<file path="src/hdl/srst_pkg.sv">
// constants, states and register map of the software reset controller
// Notes on behaviour
// - reload reset mirrors hardware reset, oscillator kept
// - reload reset relatches strap pins as defaults
// - reload reset resets MAC block and core
// - multiplier kept only when general clock 125MHz
// - reload reset clears its own enable bit
// - reload reset stops reference and 125MHz clocks
// - subsystem trigger starts reset, clears itself
// - plain subsystem reset: registers, MAC block, core
// - plain subsystem reset reuses earlier latched straps
// - plain subsystem reset keeps output clocks running
// - core soft reset bit starts core reset
// - core reset keeps subsystem registers intact
// - core reset leaves MAC block alone
// - core reset reuses earlier latched straps
// - core reset keeps output clocks running
// - core in reset: MAC outputs low, rx clock high
package srst_pkg;
    localparam int          CLK_MHZ        = 40;
    localparam int          HOLD_NS        = 1000;   // minimum reset pulse width; the timer hold, two cycles shorter than the pulse
    localparam int          HOLD_CYC       = (HOLD_NS * CLK_MHZ + 999) / 1000;
    localparam int          CNT_W          = $clog2(HOLD_CYC + 1);

    localparam logic [15:0] ADDR_CORE_CTRL = 16'h0000;
    localparam logic [15:0] ADDR_SUB_TRIG  = 16'hff0c;
    localparam logic [15:0] ADDR_RELOAD_EN = 16'hff0d;

    localparam int          CORE_SRST_BIT  = 15;     // core_soft_reset field
    localparam int          SUB_TRIG_BIT   = 0;
    localparam int          RELOAD_EN_BIT  = 0;
    localparam int          CTRL_STRAP_POS = 0;      // straps land in low control bits

    localparam logic [14:0] CORE_CTRL_RST  = 15'h0000;
    localparam logic        RELOAD_EN_RST  = 1'b0;

    typedef enum logic [3:0] {
        S_IDLE   = 4'b0001,
        S_CORE   = 4'b0010,
        S_SUB    = 4'b0100,
        S_RELOAD = 4'b1000
    } srst_state_t;
endpackage

</file>
<file path="src/hdl/srst_seq_if.sv">
// handshake between the reset sequencer and its hold timer
`timescale 1ns/1ps
interface srst_seq_if;
    logic start;   // one-cycle pulse: begin a hold interval
    logic busy;    // timer counting
    logic done;    // one-cycle pulse: interval over

    modport ctl (output start, input busy, input done);
    modport tmr (input start, output busy, output done);
endinterface

</file>
<file path="src/hdl/srst_ctrl.sv">
// software reset controller: register port, reset sequencer, output gating
`timescale 1ns/1ps
module srst_ctrl #(
    parameter int STRAP_W = 4,                    // configuration pins
    parameter int HOLD    = srst_pkg::HOLD_CYC    // reset hold in cycles
) (
    input  wire logic               sys_clk,          // 40 MHz clock
    input  wire logic               rstn,             // synchronous reset, active low
    input  wire logic [15:0]        reg_addr,         // management register address
    input  wire logic               reg_wr,           // write strobe, one cycle
    input  wire logic               reg_rd,           // read strobe, one cycle
    input  wire logic [15:0]        reg_wdata,        // write data
    output logic      [15:0]        reg_rdata,        // read data
    output logic                    reg_rvalid,       // read data valid pulse
    input  wire logic [STRAP_W-1:0] strap_pins,       // configuration pin levels
    input  wire logic               gen_clk_sel_125,  // general clock set to 125 MHz
    input  wire logic               ref_clk_enable,   // reference clock output enabled
    input  wire logic               gen_clk_enable,   // general clock output enabled
    input  wire logic [7:0]         mac_rxd_in,       // core receive data
    input  wire logic               mac_rx_ctl_in,    // core receive control
    input  wire logic               mac_rxc_in,       // core receive clock level
    output logic      [7:0]         mac_rxd_out,      // MAC-side receive data
    output logic                    mac_rx_ctl_out,   // MAC-side receive control
    output logic                    mac_rxc_out,      // MAC-side receive clock
    output logic                    core_rst_out,     // PHY core logic reset
    output logic                    core_regs_rst_out,// PHY core registers reset
    output logic                    sub_regs_rst_out, // subsystem registers reset
    output logic                    mac_if_rst_out,   // MAC interface block reset
    output logic                    cmu_rst_out,      // clock multiplier reset
    output logic                    ref_clk_avail,    // reference clock output on
    output logic                    gen_clk_avail,    // general clock output on
    output logic                    xtal_en,          // crystal oscillator enable
    output logic      [STRAP_W-1:0] strap_latched     // latched strap values
);
    srst_seq_if seq ();

    srst_hold_timer #(
        .HOLD (HOLD)
    ) u_timer (
        .sys_clk (sys_clk),
        .rstn    (rstn),
        .seq     (seq)
    );

    srst_pkg::srst_state_t state_r;
    srst_pkg::srst_state_t state_nxt;
    logic                  start_nxt;
    logic                  start_r;

    logic [14:0]        ctrl_r;
    logic [14:0]        ctrl_nxt;
    logic               reload_en_r;
    logic               reload_en_nxt;
    logic [STRAP_W-1:0] strap_r;
    logic [STRAP_W-1:0] strap_nxt;
    logic               strap_ok_r;
    logic               strap_ok_nxt;

    logic               wr_ctrl;
    logic               wr_trig;
    logic               wr_rel;

    // write decode; writes land only while no reset is running
    assign wr_ctrl = reg_wr && (reg_addr == srst_pkg::ADDR_CORE_CTRL);
    assign wr_trig = reg_wr && (reg_addr == srst_pkg::ADDR_SUB_TRIG);
    assign wr_rel  = reg_wr && (reg_addr == srst_pkg::ADDR_RELOAD_EN);

    // sequencer: pick the reset kind from the write, hold until timer done
    always_comb begin
        state_nxt = state_r;
        start_nxt = 1'b0;
        case (state_r)
            srst_pkg::S_IDLE: begin
                if (strap_ok_r && wr_trig && reg_wdata[srst_pkg::SUB_TRIG_BIT]) begin
                    // enable must already be set when the trigger lands
                    state_nxt = reload_en_r ? srst_pkg::S_RELOAD : srst_pkg::S_SUB;
                    start_nxt = 1'b1;
                end else if (strap_ok_r && wr_ctrl && reg_wdata[srst_pkg::CORE_SRST_BIT]) begin
                    state_nxt = srst_pkg::S_CORE;
                    start_nxt = 1'b1;
                end
            end
            srst_pkg::S_CORE,
            srst_pkg::S_SUB,
            srst_pkg::S_RELOAD: begin
                if (seq.done) begin
                    state_nxt = srst_pkg::S_IDLE;
                end
            end
            default: begin
                state_nxt = srst_pkg::S_IDLE;
            end
        endcase
    end

    always_ff @(posedge sys_clk) begin
        if (!rstn) begin
            state_r <= srst_pkg::S_IDLE;
            start_r <= 1'b0;
        end else begin
            state_r <= state_nxt;
            start_r <= start_nxt;
        end
    end

    assign seq.start = start_r;

    // registers and strap latch; defaults are taken from the latched straps
    always_comb begin
        ctrl_nxt      = ctrl_r;
        reload_en_nxt = reload_en_r;
        strap_nxt     = strap_r;
        strap_ok_nxt  = 1'b1;
        if (!strap_ok_r) begin
            // first cycle after hardware reset release: catch the straps
            strap_nxt = strap_pins;
            ctrl_nxt  = srst_pkg::CORE_CTRL_RST;
            ctrl_nxt[srst_pkg::CTRL_STRAP_POS +: STRAP_W] = strap_pins;
        end else if (state_r == srst_pkg::S_IDLE) begin
            // writing 0 to a self-clearing bit does nothing
            if (wr_ctrl) begin
                ctrl_nxt = reg_wdata[14:0];
            end
            if (wr_rel) begin
                reload_en_nxt = reg_wdata[srst_pkg::RELOAD_EN_BIT];
            end
        end else if (start_r) begin
            if (state_r == srst_pkg::S_RELOAD) begin
                strap_nxt = strap_pins;
                ctrl_nxt  = srst_pkg::CORE_CTRL_RST;
                ctrl_nxt[srst_pkg::CTRL_STRAP_POS +: STRAP_W] = strap_pins;
                reload_en_nxt = srst_pkg::RELOAD_EN_RST;
            end else begin
                // core and plain subsystem resets reuse the old straps
                ctrl_nxt = srst_pkg::CORE_CTRL_RST;
                ctrl_nxt[srst_pkg::CTRL_STRAP_POS +: STRAP_W] = strap_r;
                if (state_r == srst_pkg::S_SUB) begin
                    reload_en_nxt = srst_pkg::RELOAD_EN_RST;
                end
                // core reset leaves the subsystem bit untouched
            end
        end
    end

    always_ff @(posedge sys_clk) begin
        if (!rstn) begin
            ctrl_r      <= srst_pkg::CORE_CTRL_RST;
            reload_en_r <= srst_pkg::RELOAD_EN_RST;
            strap_r     <= '0;
            strap_ok_r  <= 1'b0;
        end else begin
            ctrl_r      <= ctrl_nxt;
            reload_en_r <= reload_en_nxt;
            strap_r     <= strap_nxt;
            strap_ok_r  <= strap_ok_nxt;
        end
    end

    // read port; self-clearing bits show a running reset, 0 once done
    logic [15:0] rdata_nxt;
    logic        core_busy;
    logic        sub_busy;

    assign core_busy = (state_r == srst_pkg::S_CORE);
    assign sub_busy  = (state_r == srst_pkg::S_SUB) || (state_r == srst_pkg::S_RELOAD);

    always_comb begin
        rdata_nxt = 16'h0000;
        case (reg_addr)
            srst_pkg::ADDR_CORE_CTRL: begin
                rdata_nxt = {core_busy, ctrl_r};
            end
            srst_pkg::ADDR_SUB_TRIG: begin
                rdata_nxt[srst_pkg::SUB_TRIG_BIT] = sub_busy;
            end
            srst_pkg::ADDR_RELOAD_EN: begin
                rdata_nxt[srst_pkg::RELOAD_EN_BIT] = reload_en_r;
            end
            default: begin
                rdata_nxt = 16'h0000;
            end
        endcase
    end

    always_ff @(posedge sys_clk) begin
        if (!rstn) begin
            reg_rdata  <= 16'h0000;
            reg_rvalid <= 1'b0;
        end else begin
            reg_rdata  <= reg_rd ? rdata_nxt : reg_rdata;
            reg_rvalid <= reg_rd;
        end
    end

    // reset and clock outputs, computed from the next state so they come
    // straight from flip-flops and line up with the sequencer state
    logic any_nxt;
    logic sub_nxt;
    logic rel_nxt;
    logic core_nxt;

    assign rel_nxt  = (state_nxt == srst_pkg::S_RELOAD);
    assign sub_nxt  = (state_nxt == srst_pkg::S_SUB) || rel_nxt;
    assign core_nxt = (state_nxt == srst_pkg::S_CORE);
    assign any_nxt  = core_nxt || sub_nxt;

    always_ff @(posedge sys_clk) begin
        if (!rstn) begin
            // hardware reset: everything held, output clocks stopped
            core_rst_out      <= 1'b1;
            core_regs_rst_out <= 1'b1;
            sub_regs_rst_out  <= 1'b1;
            mac_if_rst_out    <= 1'b1;
            cmu_rst_out       <= 1'b1;
            ref_clk_avail     <= 1'b0;
            gen_clk_avail     <= 1'b0;
            xtal_en           <= 1'b1;
        end else begin
            core_rst_out      <= any_nxt;
            core_regs_rst_out <= any_nxt;
            sub_regs_rst_out  <= sub_nxt;
            mac_if_rst_out    <= sub_nxt;
            cmu_rst_out       <= any_nxt && !gen_clk_sel_125;
            // reload reset stops the reference clock, and the general clock only when set to 125 MHz
            ref_clk_avail     <= ref_clk_enable && !rel_nxt;
            gen_clk_avail     <= gen_clk_enable && !(rel_nxt && gen_clk_sel_125);
            xtal_en           <= 1'b1;
        end
    end

    // MAC-side receive path parks idle whenever the core is in reset
    always_ff @(posedge sys_clk) begin
        if (!rstn) begin
            mac_rxd_out    <= 8'h00;
            mac_rx_ctl_out <= 1'b0;
            mac_rxc_out    <= 1'b1;
        end else if (any_nxt) begin
            mac_rxd_out    <= 8'h00;
            mac_rx_ctl_out <= 1'b0;
            mac_rxc_out    <= 1'b1;
        end else begin
            mac_rxd_out    <= mac_rxd_in;
            mac_rx_ctl_out <= mac_rx_ctl_in;
            mac_rxc_out    <= mac_rxc_in;
        end
    end

    assign strap_latched = strap_r;
endmodule

</file>
<file path="src/hdl/srst_hold_timer.sv">
// fixed-length hold timer for one reset pulse
`timescale 1ns/1ps
module srst_hold_timer #(
    parameter int HOLD = srst_pkg::HOLD_CYC       // cycles a reset is held
) (
    input  wire logic  sys_clk,                   // 40 MHz clock
    input  wire logic  rstn,                      // synchronous reset, active low
    srst_seq_if.tmr    seq                        // start / busy / done
);
    localparam logic [srst_pkg::CNT_W-1:0] LAST = srst_pkg::CNT_W'(HOLD - 1);

    logic [srst_pkg::CNT_W-1:0] cnt_r;
    logic [srst_pkg::CNT_W-1:0] cnt_nxt;
    logic                       busy_r;
    logic                       busy_nxt;
    logic                       done_r;
    logic                       done_nxt;

    // count from start to the last cycle, then pulse done once
    always_comb begin
        cnt_nxt  = cnt_r;
        busy_nxt = busy_r;
        done_nxt = 1'b0;
        if (busy_r) begin
            if (cnt_r == LAST) begin
                busy_nxt = 1'b0;
                done_nxt = 1'b1;
            end else begin
                cnt_nxt = cnt_r + 1'b1;
            end
        end else if (seq.start) begin
            busy_nxt = 1'b1;
            cnt_nxt  = '0;
        end
    end

    always_ff @(posedge sys_clk) begin
        if (!rstn) begin
            cnt_r  <= '0;
            busy_r <= 1'b0;
            done_r <= 1'b0;
        end else begin
            cnt_r  <= cnt_nxt;
            busy_r <= busy_nxt;
            done_r <= done_nxt;
        end
    end

    assign seq.busy = busy_r;
    assign seq.done = done_r;
endmodule

</file>
<file path="config.mk">
export PLATFORM = sky130hd
export DESIGN_NAME = srst_ctrl
export DESIGN_NICKNAME = d
export VERILOG_FILES = /design/src/hdl/srst_pkg.sv /design/src/hdl/srst_seq_if.sv /design/src/hdl/srst_ctrl.sv /design/src/hdl/srst_hold_timer.sv
export SDC_FILE = /design/constraint.sdc
export NUM_CORES = 1
export LEC_CHECK = 0
export ABC_AREA = 1
export BUFFER_PORTS_ARGS = -buffer_cell sky130_fd_sc_hd__buf_2
export CAP_MARGIN = 20
export CORE_MARGIN = 8
export CORE_UTILIZATION = 33
export CTS_CLUSTER_SIZE = 25
export DETAILED_ROUTE_END_ITERATION = 8
export GPL_TIMING_DRIVEN = 1
export SETUP_SLACK_MARGIN = 0.02
export SYNTH_ARGS = -nofsm -noshare
export SYNTH_HDL_FRONTEND = slang
export SYNTH_SLANG_ARGS = --single-unit
</file>
<file path="constraint.sdc">
create_clock -name sys_clk -period 2.8 [get_ports sys_clk]
set_clock_uncertainty 0.05 [all_clocks]
set_input_delay 0.56 -clock sys_clk [delete_from_list [all_inputs] [get_ports sys_clk]]
set_output_delay 0.56 -clock sys_clk [all_outputs]
set_load 0.05 [all_outputs]
</file>
== Word level (Yosys, flattened, before mapping) ==
Cells that the tools add are included.
Word-level totals
  bits in registers: 66
  logic and storage cells: 102
  output and inout bits: 39
  bits of input ports: 53
Cells by class
  reductions and logical operators: 31
  add/subtract/negate cells: 1
  bitwise gates (word level): 1
  eq/ne operators: 18
  mux-type cells: 31
Operators by type and width (number)
  $mux W15: 4
  $mux W4: 10
  $eq A16 B16 Y1 const B: 2
  $mux W6: 3
  $logic_not A16 Y1: 1
  $mux W1: 12
  $reduce_and A2 Y1: 6
  $logic_and A1 B1 Y1: 11
  $ne A2 B2 Y1 const B: 5
  $eq A4 B2 Y1 const B: 2
  $eq A4 B3 Y1 const B: 2
  $eq A4 B4 Y1 const B: 2
  $pmux W4 S2: 1
  $add A6 B1 Y6 const B: 1
  $eq A6 B6 Y1 const B: 1
  $eq A4 B1 Y1 const B: 1
  $reduce_and A4 Y1: 1
  $reduce_bool A2 Y1: 2
  $logic_not A1 Y1: 3
  $logic_or A1 B1 Y1: 3
  $ne A3 B2 Y1 const B: 1
  $ne A3 B3 Y1 const B: 1
  $pmux W1 S3: 1
  $reduce_and A3 Y1: 1
  other kinds (5): 5

== Longest topological paths before layout ==
Gate-level depths: netlist (run 1).
  depth in word-level cells: 11
  gate-level depth with buffers: 11
  mapped depth without buffers: 10

== Hierarchy ==
A second synthesis (run 1) with hierarchy kept.
Second synthesis, totals
  cells, all modules: 393
  area total of the unflattened synthesis: 2927.8 µm²
Modules (own cells, without submodules)
  srst_ctrl: cells an instance 343, area each 2549.9 µm², seq. area each 1161.1 µm², instances 1
  srst_hold_timer: cells an instance 50, area each 377.9 µm², seq. area each 160.2 µm², instances 1

== Worst setup path after synthesis (run 1) ==
No wires, ideal clock.
  path kind: input port to flip-flop
  from: input port reg_addr[7]
  to: register state_r[0]
  buffers on the path: 1
  setup time: 123 ps
  path slack: 1170 ps
  arrival time: 1458 ps
  stages on the path: 9
  required time: 2627 ps
  path through: nor2_1 nand2_1 nor2_1 nand4_1 nand3_2 nand2_2 nand2_2 buf_6 nand2_2
On the way
  cells in the longest elaborated chain, start to end: 7
  elaborated cells on any way between the ends: 11
  those cells by class: 1 x eq/ne; 3 x mux; 7 x reduce/logical
RTL lines
  start, declared: line srst_ctrl.sv:9  | input wire logic [15:0] reg_addr,
  $logic_not A16 Y1: line srst_ctrl.sv:64  | assign wr_ctrl = reg_wr && (reg_addr == srst_pkg::ADDR_CORE_CTRL);
  $logic_and A1 B1 Y1: line srst_ctrl.sv:64
  $logic_and A1 B1 Y1 (2 in a row): line srst_ctrl.sv:78  | end else if (strap_ok_r && wr_ctrl && reg_wdata[srst_pkg::CORE_SRST_BIT]) begin
  $mux W4: line srst_ctrl.sv:78
  $mux W4 *: line srst_ctrl.sv:74  | if (strap_ok_r && wr_trig && reg_wdata[srst_pkg::SUB_TRIG_BIT]) begin
  $pmux W4 S2 *: line srst_ctrl.sv:72  | case (state_r)
  end signal, assigned: line srst_ctrl.sv:98  | state_r <= srst_pkg::S_IDLE;
  end signal, assigned: line srst_ctrl.sv:101  | state_r <= state_nxt;
  end, declared: line srst_ctrl.sv:45  | srst_pkg::srst_state_t state_r;
Mark *: on every way between the ends. The rest lies on a longest branch, timed or not.
A chain may end at the register's enable or synchronous reset.

== Worst setup path after layout (run 1) ==
  from: register state_r[2]
  to: register ctrl_r[3]
On the way
  cells in the longest elaborated chain, start to end: 5
  elaborated cells on any way between the ends: 9
  those cells by class: 4 x eq/ne; 4 x mux; 1 x reduce/logical
RTL lines
  $eq A4 B4 Y1: line srst_ctrl.sv:128  | if (state_r == srst_pkg::S_RELOAD) begin
  $mux W4: line srst_ctrl.sv:128
  $mux W15: line srst_ctrl.sv:127  | end else if (start_r) begin
  $mux W15: line srst_ctrl.sv:119  | end else if (state_r == srst_pkg::S_IDLE) begin
  $mux W4: line srst_ctrl.sv:114  | if (!strap_ok_r) begin
  end signal, assigned: line srst_ctrl.sv:147  | ctrl_r <= srst_pkg::CORE_CTRL_RST;
  end signal, assigned: line srst_ctrl.sv:152  | ctrl_r <= ctrl_nxt;
  end, declared: line srst_ctrl.sv:50  | logic [14:0] ctrl_r;
Several ways; a longest one is shown, not always the timed one. The select of a mux whose other input is x is not followed.

==> run_results.csv, run 1 <==
group,metric,value,unit
logic_synthesis,synth_top_family_by_area,"simple AND/OR/NAND/NOR gates",
critical_path,critPathLaunchType,"flop",
cells_and_area,num_antenna_cells,0,
placement,gp_congestion,0.813,
global_routing,grtUsageTotal,13.1,%
floorplanning,die-area,0.0118,mm^2
drt,dr.pass1.iters,4,
critical_path,crit_fanout,21,
logic_synthesis,ys_types,31,
critical_path,cp_top_family,"simple AND/OR/NAND/NOR gates",
power,seqPwrFrac,45.9,%
critical_path,cp_data_required_time,2.97,ns
sta,holdWs,0.363,ns
critical_path,slowest_delay,0.41,ns
power,irDropWorstVdd,0.307,mV
cells_and_area,finalNonFillerCells,580,
clock_network,hold_buffers,0,
placement,dp_cells,565,
critical_path,crit_top_cell,"nor2_1",
sta,hold_viol,0,
drt,vias_per_cell,4.67,
logic_synthesis,synth_most_common_cell,"nand2_1",
drt,ant_nets,0,
status,status,"complete, no violations",
floorplanning,fp.dieH,109,um
clock_network,ctsResizeCount,0,
power,internal-power,1.60,mW
critical_path,crit_buf_inv,2,
drt,met2_length,3.58,mm
power,clkPwrFrac,40.6,%
drt,wl_per_cell,13.1,um
sta,slew_viol_final,0,
logic_synthesis,synth.avg_cell_area,7.40,um^2
logic_synthesis,synth.largest_area_cell,"dfxtp_1",
logic_synthesis,synth-main-ff-cell,"dfxtp_1",
cells_and_area,drive_gt1_share,26.9,%
global_routing,grt_pass1_wl,12.5,mm
job,max_cap_viol_count,0,
floorplanning,coreArea,0.00855,mm^2
global_routing,grt_max_degree,34,
clock_network,clkTransAtPathRegs,0.07,ns
logic_synthesis,ys_seq_elements,66,
cells_and_area,fin_nets,522,
clock_network,cts_sinks,66,
cells_and_area,syn_to_final_growth,24.9,%
floorplanning,die_x,109,um
logic_synthesis,yosys_warnings,0,
floorplanning,rows,34,
clock_network,cts_buffers,9,
floorplanning,initial_utilization,33.2,%
clock_network,cts_buffer_depth,2,
critical_path,criticalPathCategory,"reg2reg",
clock_network,tritoncts,"yes",
global_routing,grt_pass1_vias,2738,
logic_synthesis,synth_fa_ha_area_share,0.440,%
sta,fin_crit,1.88,ns
logic_synthesis,syn-num-nets,438,
placement,port_buffers,90,
logic_synthesis,synth_edf_count,0,
power,power_density,609,mW/mm^2
clock_network,cts_setup_buffers,0,
drt,dr_wl_met3,659,um
clock_network,root_buffer,"clkbuf_8",
clock_network,clock_latency,0.33,ns
placement,dp_hpwl,5.87,mm
critical_path,setup.worst_path.end_class,"flop",
sta,final-setup-viol-count,0,
global_routing,grt_overflow,0,
critical_path,cp_slowest_cell,"dfxtp_1",
logic_synthesis,ys_async_sr_fraction,0,%
logic_synthesis,ys_seq_area_share,46.5,%
logic_synthesis,synth_compound_area_share,13.6,%
sta,tns,0,ns
logic_synthesis,synth_xor_area_share,0,%
power,p_comb_share,13.5,%
clock_network,h-tree-depth,3,
power,leakage,1.66,nW
logic_synthesis,synth_top_area_share,46.5,%
sta,max_freq,0.531,GHz
logic_synthesis,synth_simple_gate_area_share,30.1,%
logic_synthesis,netlist_area,0.00284,mm^2
sta,worstMarginPinSlew,0.506,ns
sta,slew_headroom,66.3,%
drt,vias,2711,
floorplanning,ios,92,
power,p_sw_share,26.0,%
power,switching_power,562,uW
sta,rsz0062_at_grt,"no",
global_routing,antenna_found_initial,0,
drt,drt-initial-drc-count,100,
logic_synthesis,synth_commonest_cells,"nand2_1 (74), dfxtp_1 (66), nor2_1 (40), a21oi_1 (39)",
critical_path,crit_chain,"nor2_4, nand3_4, clkinv_2, nand4_1, buf_4, nand3_1, nor2_1, nor2_1",
logic_synthesis,syn_inst,384,
drt,drc_errors,0,
min_path,hold_class,"in2reg",
cells_and_area,num-fill-cells,915,
critical_path,crit_arrival,2.05,ns
drt,wl,7.57,mm
logic_synthesis,synth_area_leaders,"dfxtp_1 (46%), nand2_1 (9.8%), a21oi_1 (6.9%), nand3_1 (6.7%), nor2_1 (5.3%)",
drt,top_layer,"met4",
logic_synthesis,synth_mux_area_share,0,%
drt,met1_length,3.28,mm
sta,finalCritPeriodShare,67.2,%
[stage by stage]
step / utilization (%) / area, um^2 / total power, mW / setup WS, ns
floorplan: - / 2840 / 1.22 / 1.17
global placement: 38.9 / 3330 / 1.30 / 0.826
global route: 41.5 / 3550 / 2.27 / 0.708
finish: 41.5 / 3550 / 2.16 / 0.918
detailed placement: 38.9 / 3330 / 1.31 / 0.809
CTS: 41.5 / 3550 / 2.20 / 0.923
[power by group through the flow]
stage / Clock, mW / Sequential (mW) / Combinational (mW)
final: 0.878 / 0.993 / 0.291
after global routing: 0.950 / 0.997 / 0.319
after CTS: 0.910 / 0.993 / 0.295
after detailed placement: 0 / 1.01 / 0.294
after global placement: 0 / 1.01 / 0.292
after floorplan: 0 / 1.11 / 0.111
[metal layers]
layer	global-route usage (%)	vias up
met5	0	-
met4	2.64	0
met3	5.73	5
met2	22.0	68
met1	15.3	1225
li1	-	1413
[registers in the layout, indices dropped and copies added, names as in the netlist, 4 cells and up]
register       flops
mac_rxd_out        8
state_r            4
strap_latched      4
ctrl_r            15
reg_rdata         16
u_timer.cnt_r      6
[worst reg2reg max path, stage by stage, from the launching register on]
cell and delay [ns]:
dfxtp_1 0.41, nor2_4 0.06, nand3_4 0.11, clkinv_2 0.26, nand4_1 0.21, buf_4 0.20, nand3_1 0.23, nor2_1 0.18
nor2_1 0.06
[cell usage in the layout, fill, tap and decap left out]
| cell type | netlist | final |
|---|---|---|
| conb_1 | 1 | 1 |
| inv_1 | 38 | 38 |
| bufinv_16 | 0 | 2 |
| clkinv_2 | 1 | 1 |
| dfxtp_1 | 66 | 66 |
| clkbuf_1 | 6 | 2 |
| nand3_2 | 2 | 2 |
| ha_1 | 1 | 1 |
| nor2_1 | 40 | 40 |
| nand2_2 | 5 | 5 |
| buf_2 | 3 | 90 |
| a21oi_1 | 39 | 39 |
| nand3_1 | 38 | 38 |
| clkbuf_8 | 0 | 11 |
| o21a_1 | 1 | 1 |
| nand3_4 | 1 | 1 |
| nor2b_1 | 1 | 1 |
| o21ai_2 | 1 | 1 |
| buf_4 | 8 | 2 |
| nor2_2 | 8 | 8 |
| a31oi_1 | 1 | 1 |
| inv_2 | 1 | 1 |
| nor2_4 | 2 | 2 |
| nand4_1 | 9 | 9 |
| nand2_1 | 74 | 74 |
| a211oi_1 | 1 | 1 |
| nor3_1 | 2 | 2 |
| nand3b_1 | 3 | 3 |
| o21ai_0 | 25 | 25 |
| a21boi_0 | 3 | 3 |
| a211oi_2 | 1 | 1 |
[logic make-up (layout without fill, tap and decap cells)]
logic type                 count (synthesis)  count (layout)
other                                      1               1
and+or+nand+nor                          185             185
AOI/OAI and AO/OA                         72              72
adders and majority gates                  1               1
DFF                                       66              66
buffers and inverters                     59             147
[final cells by class]
type / instances / area (um^2) / area share [%]
Sequential cell: 66 / 1320 / 37.2
Inverter: 40 / 151 / 4.27
Clock inverter: 2 / 60.1 / 1.69
Clock buffer: 13 / 159 / 4.48
Tap cell: 108 / 135 / 3.81
Timing Repair Buffer: 92 / 465 / 13.1
Multi-Input combinational cell: 259 / 1260 / 35.4
[final timing paths]
| path | startpoint | to | slack [ns] | cells past startpoint |
|---|---|---|---|---|
| hold reg to reg | ctrl_r[11] | reg_rdata[11] | 0.41 | 2 |
| setup reg to reg | state_r[2] | ctrl_r[3] | 0.92 | 8 |
| hold / removal | gen_clk_sel_125 | gen_clk_avail | 0.36 | 2 |
| setup / recovery | state_r[2] | ctrl_r[3] | 0.92 | 8 |
Note: power is estimated with default switching activity, not from simulation.
==> run 2: changes to the inputs <==
--- a/config.mk
+++ b/config.mk
@@ -5,7 +5,7 @@
 export SDC_FILE = /design/constraint.sdc
 export NUM_CORES = 1
 export LEC_CHECK = 0
-export ABC_AREA = 1
+export ABC_AREA = 0
 export BUFFER_PORTS_ARGS = -buffer_cell sky130_fd_sc_hd__buf_2
 export CAP_MARGIN = 20
 export CORE_MARGIN = 8
==> constraint.sdc (replaced) <==
create_clock -name sys_clk -period 1.53 [get_ports sys_clk]
set_clock_uncertainty 0.05 [all_clocks]
set_input_delay 0.306 -clock sys_clk [delete_from_list [all_inputs] [get_ports sys_clk]]
set_output_delay 0.306 -clock sys_clk [all_outputs]
set_load 0.05 [all_outputs]
==> run 2 against run 1 <==
Effect of this change:
- the run now ends with setup timing left
- sequential power up 78%
- sequential cell count stayed put
- non-clock buffer count is 56 higher
- critical endpoint unchanged
- highest routed layer unchanged
==> run_results.csv, run 2 <==
group,metric,value,unit
status,status,"finished with violations",
status,violations,"setup timing",
floorplanning,fp.dieH,110,um
floorplanning,die-area,0.0121,mm^2
global_routing,antenna_found_initial,0,
logic_synthesis,ys_seq_elements,66,
sta,rsz0062_at_grt,"yes",
logic_synthesis,ys_async_sr_fraction,0,%
logic_synthesis,ys_seq_area_share,45.2,%
drt,ant_nets,0,
clock_network,h-tree-depth,3,
critical_path,slowest_delay,0.59,ns
drt,dr.pass1.iters,4,
cells_and_area,fin_nets,509,
placement,port_buffers,90,
clock_network,cts_buffer_depth,2,
clock_network,clock_latency,0.34,ns
cells_and_area,num-fill-cells,827,
logic_synthesis,synth_edf_count,0,
global_routing,use_met3,5.17,%
critical_path,critPathLaunchType,"flop",
global_routing,grtUsageMet1,19.8,%
sta,slew_viol_final,0,
clock_network,root_buffer,"clkbuf_8",
critical_path,crit_fanout,5,
clock_network,clkTransAtPathRegs,0.07,ns
logic_synthesis,synth_commonest_cells,"dfxtp_1 (66), a21oi_1 (34), nand4_1 (27), clkbuf_1 (19)",
cells_and_area,fin_util,51.5,%
global_routing,grt_most_used_layer,"met2",
logic_synthesis,synth_top_area_share,45.2,%
sta,finalCritPeriodShare,111,%
cells_and_area,drive_gt1_share,45.7,%
floorplanning,die_x,110,um
global_routing,grt_max_degree,34,
cells_and_area,finalNonFillerCells,568,
floorplanning,coreArea,0.00868,mm^2
logic_synthesis,synth-main-ff-cell,"dfxtp_1",
min_path,hp-start,"mac_rxc_in",
job,max_cap_viol_count,0,
cells_and_area,seq_area,0.00133,mm^2
logic_synthesis,synth.largest_area_cell,"dfxtp_1",
cells_and_area,largest_reg_flops,16,
logic_synthesis,yosys_warnings,0,
drt,wl_per_cell,16.2,um
floorplanning,rows,34,
critical_path,crit_start,"state_r[2]",
placement,place_ws,-0.493,ns
floorplanning,initial_utilization,33.7,%
critical_path,crit_chain,"or4b_4, nand2_4, o311ai_4, a221oi_1",
cells_and_area,multiInputGateArea,0.00172,mm^2
drt,drt-initial-drc-count,270,
power,power.total,3.75,mW
critical_path,cp_data_required_time,1.73,ns
critical_path,criticalPathCategory,"reg2reg",
cells_and_area,regMostFlops,"reg_rdata",
power,irDropWorstVdd,0.686,mV
cells_and_area,reg_top3,"reg_rdata (16), ctrl_r (15), mac_rxd_out (8)",
cells_and_area,syn_to_final_growth,52.7,%
global_routing,grtUsageTotal,14.8,%
clock_network,cts_buffers,9,
drt,vias,3027,
min_path,hold_class,"in2reg",
sta,slew_headroom,65.9,%
clock_network,tritoncts,"yes",
logic_synthesis,synth_most_common_cell,"dfxtp_1",
logic_synthesis,syn_inst,323,
power,leakage,1.95,nW
sta,max_freq,0.588,GHz
global_routing,grt_pass1_vias,2907,
clock_network,cts_sinks,66,
sta,hold_viol,0,
drt,wl,9.23,mm
sta,fin_crit,1.70,ns
critical_path,rr_startpoint,"state_r[2]",
critical_path,cp_slowest_cell,"or4b_4",
cells_and_area,layout_commonest_cell,"buf_2",
global_routing,grtUsageMet2,22.2,%
logic_synthesis,syn-num-nets,377,
global_routing,grt_overflow,0,
logic_synthesis,synth.avg_cell_area,9.06,um^2
logic_synthesis,ys_types,53,
floorplanning,ios,92,
drt,vias_per_cell,5.33,
critical_path,setup.worst_path.end_class,"flop",
placement,dp_cells,539,
cells_and_area,layout_common_cells,"buf_2 (88), dfxtp_1 (61), buf_4 (45)",
cells_and_area,num_antenna_cells,0,
logic_synthesis,netlist_area,0.00293,mm^2
sta,worstMarginPinSlew,0.511,ns
placement,gp_congestion,0.791,
sta,worst_slack,-0.170,ns
power,power_density,838,mW/mm^2
drt,drc_errors,0,
global_routing,grt_pass1_wl,14.4,mm
critical_path,crit_arrival,1.90,ns
logic_synthesis,synth_area_leaders,"dfxtp_1 (45%), a21oi_1 (5.8%), nand4_1 (5.8%), o311ai_0 (3.6%), nand2b_1 (3.4%)",
sta,final-setup-viol-count,36,
placement,dp_hpwl,6.49,mm
[run 2: cell types whose count changed in the layout (fill, tap and decap cells not counted), sizes merged, moves of 5 or more]
cell	before	now
inv	39	19
nand2	79	9
nor3	2	18
and3	0	5
nor2	50	11
o21ai	26	3
a21oi	39	34
o311ai	0	13
or3	0	5
buf	92	148
nand2b	0	16
nand3	41	11
nand4	9	27
[run 2: worst paths after layout]
path	to	slack [ns]	cells after the start
worst max-delay path	ctrl_r[3]	-0.17	4
worst min-delay path	mac_rxc_out	0.1	2
worst max register to register	ctrl_r[3]	-0.17	4
worst min register to register	reg_rdata[12]	0.42	2
[run 2: repair_timing]
| item | CTS | global route |
|---|---|---|
| endpoints found under the setup margin | 39 | 45 |
| pin swaps | 9 | 15 |
| cloned | 3 | 1 |
| hold buffers | 0 | 0 |
| gates resized for setup | 31 | 37 |
| buffers inserted | 5 | 4 |
[run 2: metrics by stage]
step	instance area (um^2)	TNS, ns	hold slack [ns]
after CTS	4240	-4.57	0.0828
after floorplan	3000	-7.10	0.284
after global placement	3820	-15.82	0.406
final	4470	-4.61	0.0965
after detailed placement	3820	-17.17	0.408
after global routing	4470	-6.41	0.105
[run 2: per-layer routing]
metal | routed length (um) | vias to the layer above
met3 | 716 | 11
li1 | - | 1479
met4 | 92 | 0
met5 | 0 | -
met2 | 4150 | 102
met1 | 4260 | 1435
[run 2: cells by family after synthesis]
| logic type | Yosys count | synth area share [%] |
|---|---|---|
| AND/OR/NAND/NOR | 125 | 25.6 |
| AO/OA/AOI/OAI | 80 | 20.2 |
| flip-flops | 66 | 45.2 |
| buffers and inverters | 45 | 6.80 |
| multiplexers | 4 | 1.37 |
| adder cells (fa/ha/maj) | 1 | 0.428 |
| other | 1 | 0.128 |
| XOR/XNOR | 1 | 0.299 |
[run 2: cell type report]
cell class / count / area share [%]
repair buffers: 148 / 22.6
clock buffers: 10 / 3.08
clock inverters: 6 / 1.46
flip-flops and latches: 66 / 29.8
inverters: 18 / 1.51
well taps: 108 / 3.02
multi-input cells: 212 / 38.5
[run 2: power breakdown]
group          switching, mW  internal (mW)  total [mW]
clock network          0.703          0.800        1.50
registers             0.0176           1.75        1.77
logic                  0.293          0.180       0.473
total                   1.01           2.73        3.75
[run 2: critical path, delay by kind of cell (launching register included)]
family           cells  cell delay, ns
AND/OR/NAND/NOR      2            0.74
AO/OA/AOI/OAI        2            0.46
flip-flops           1            0.37
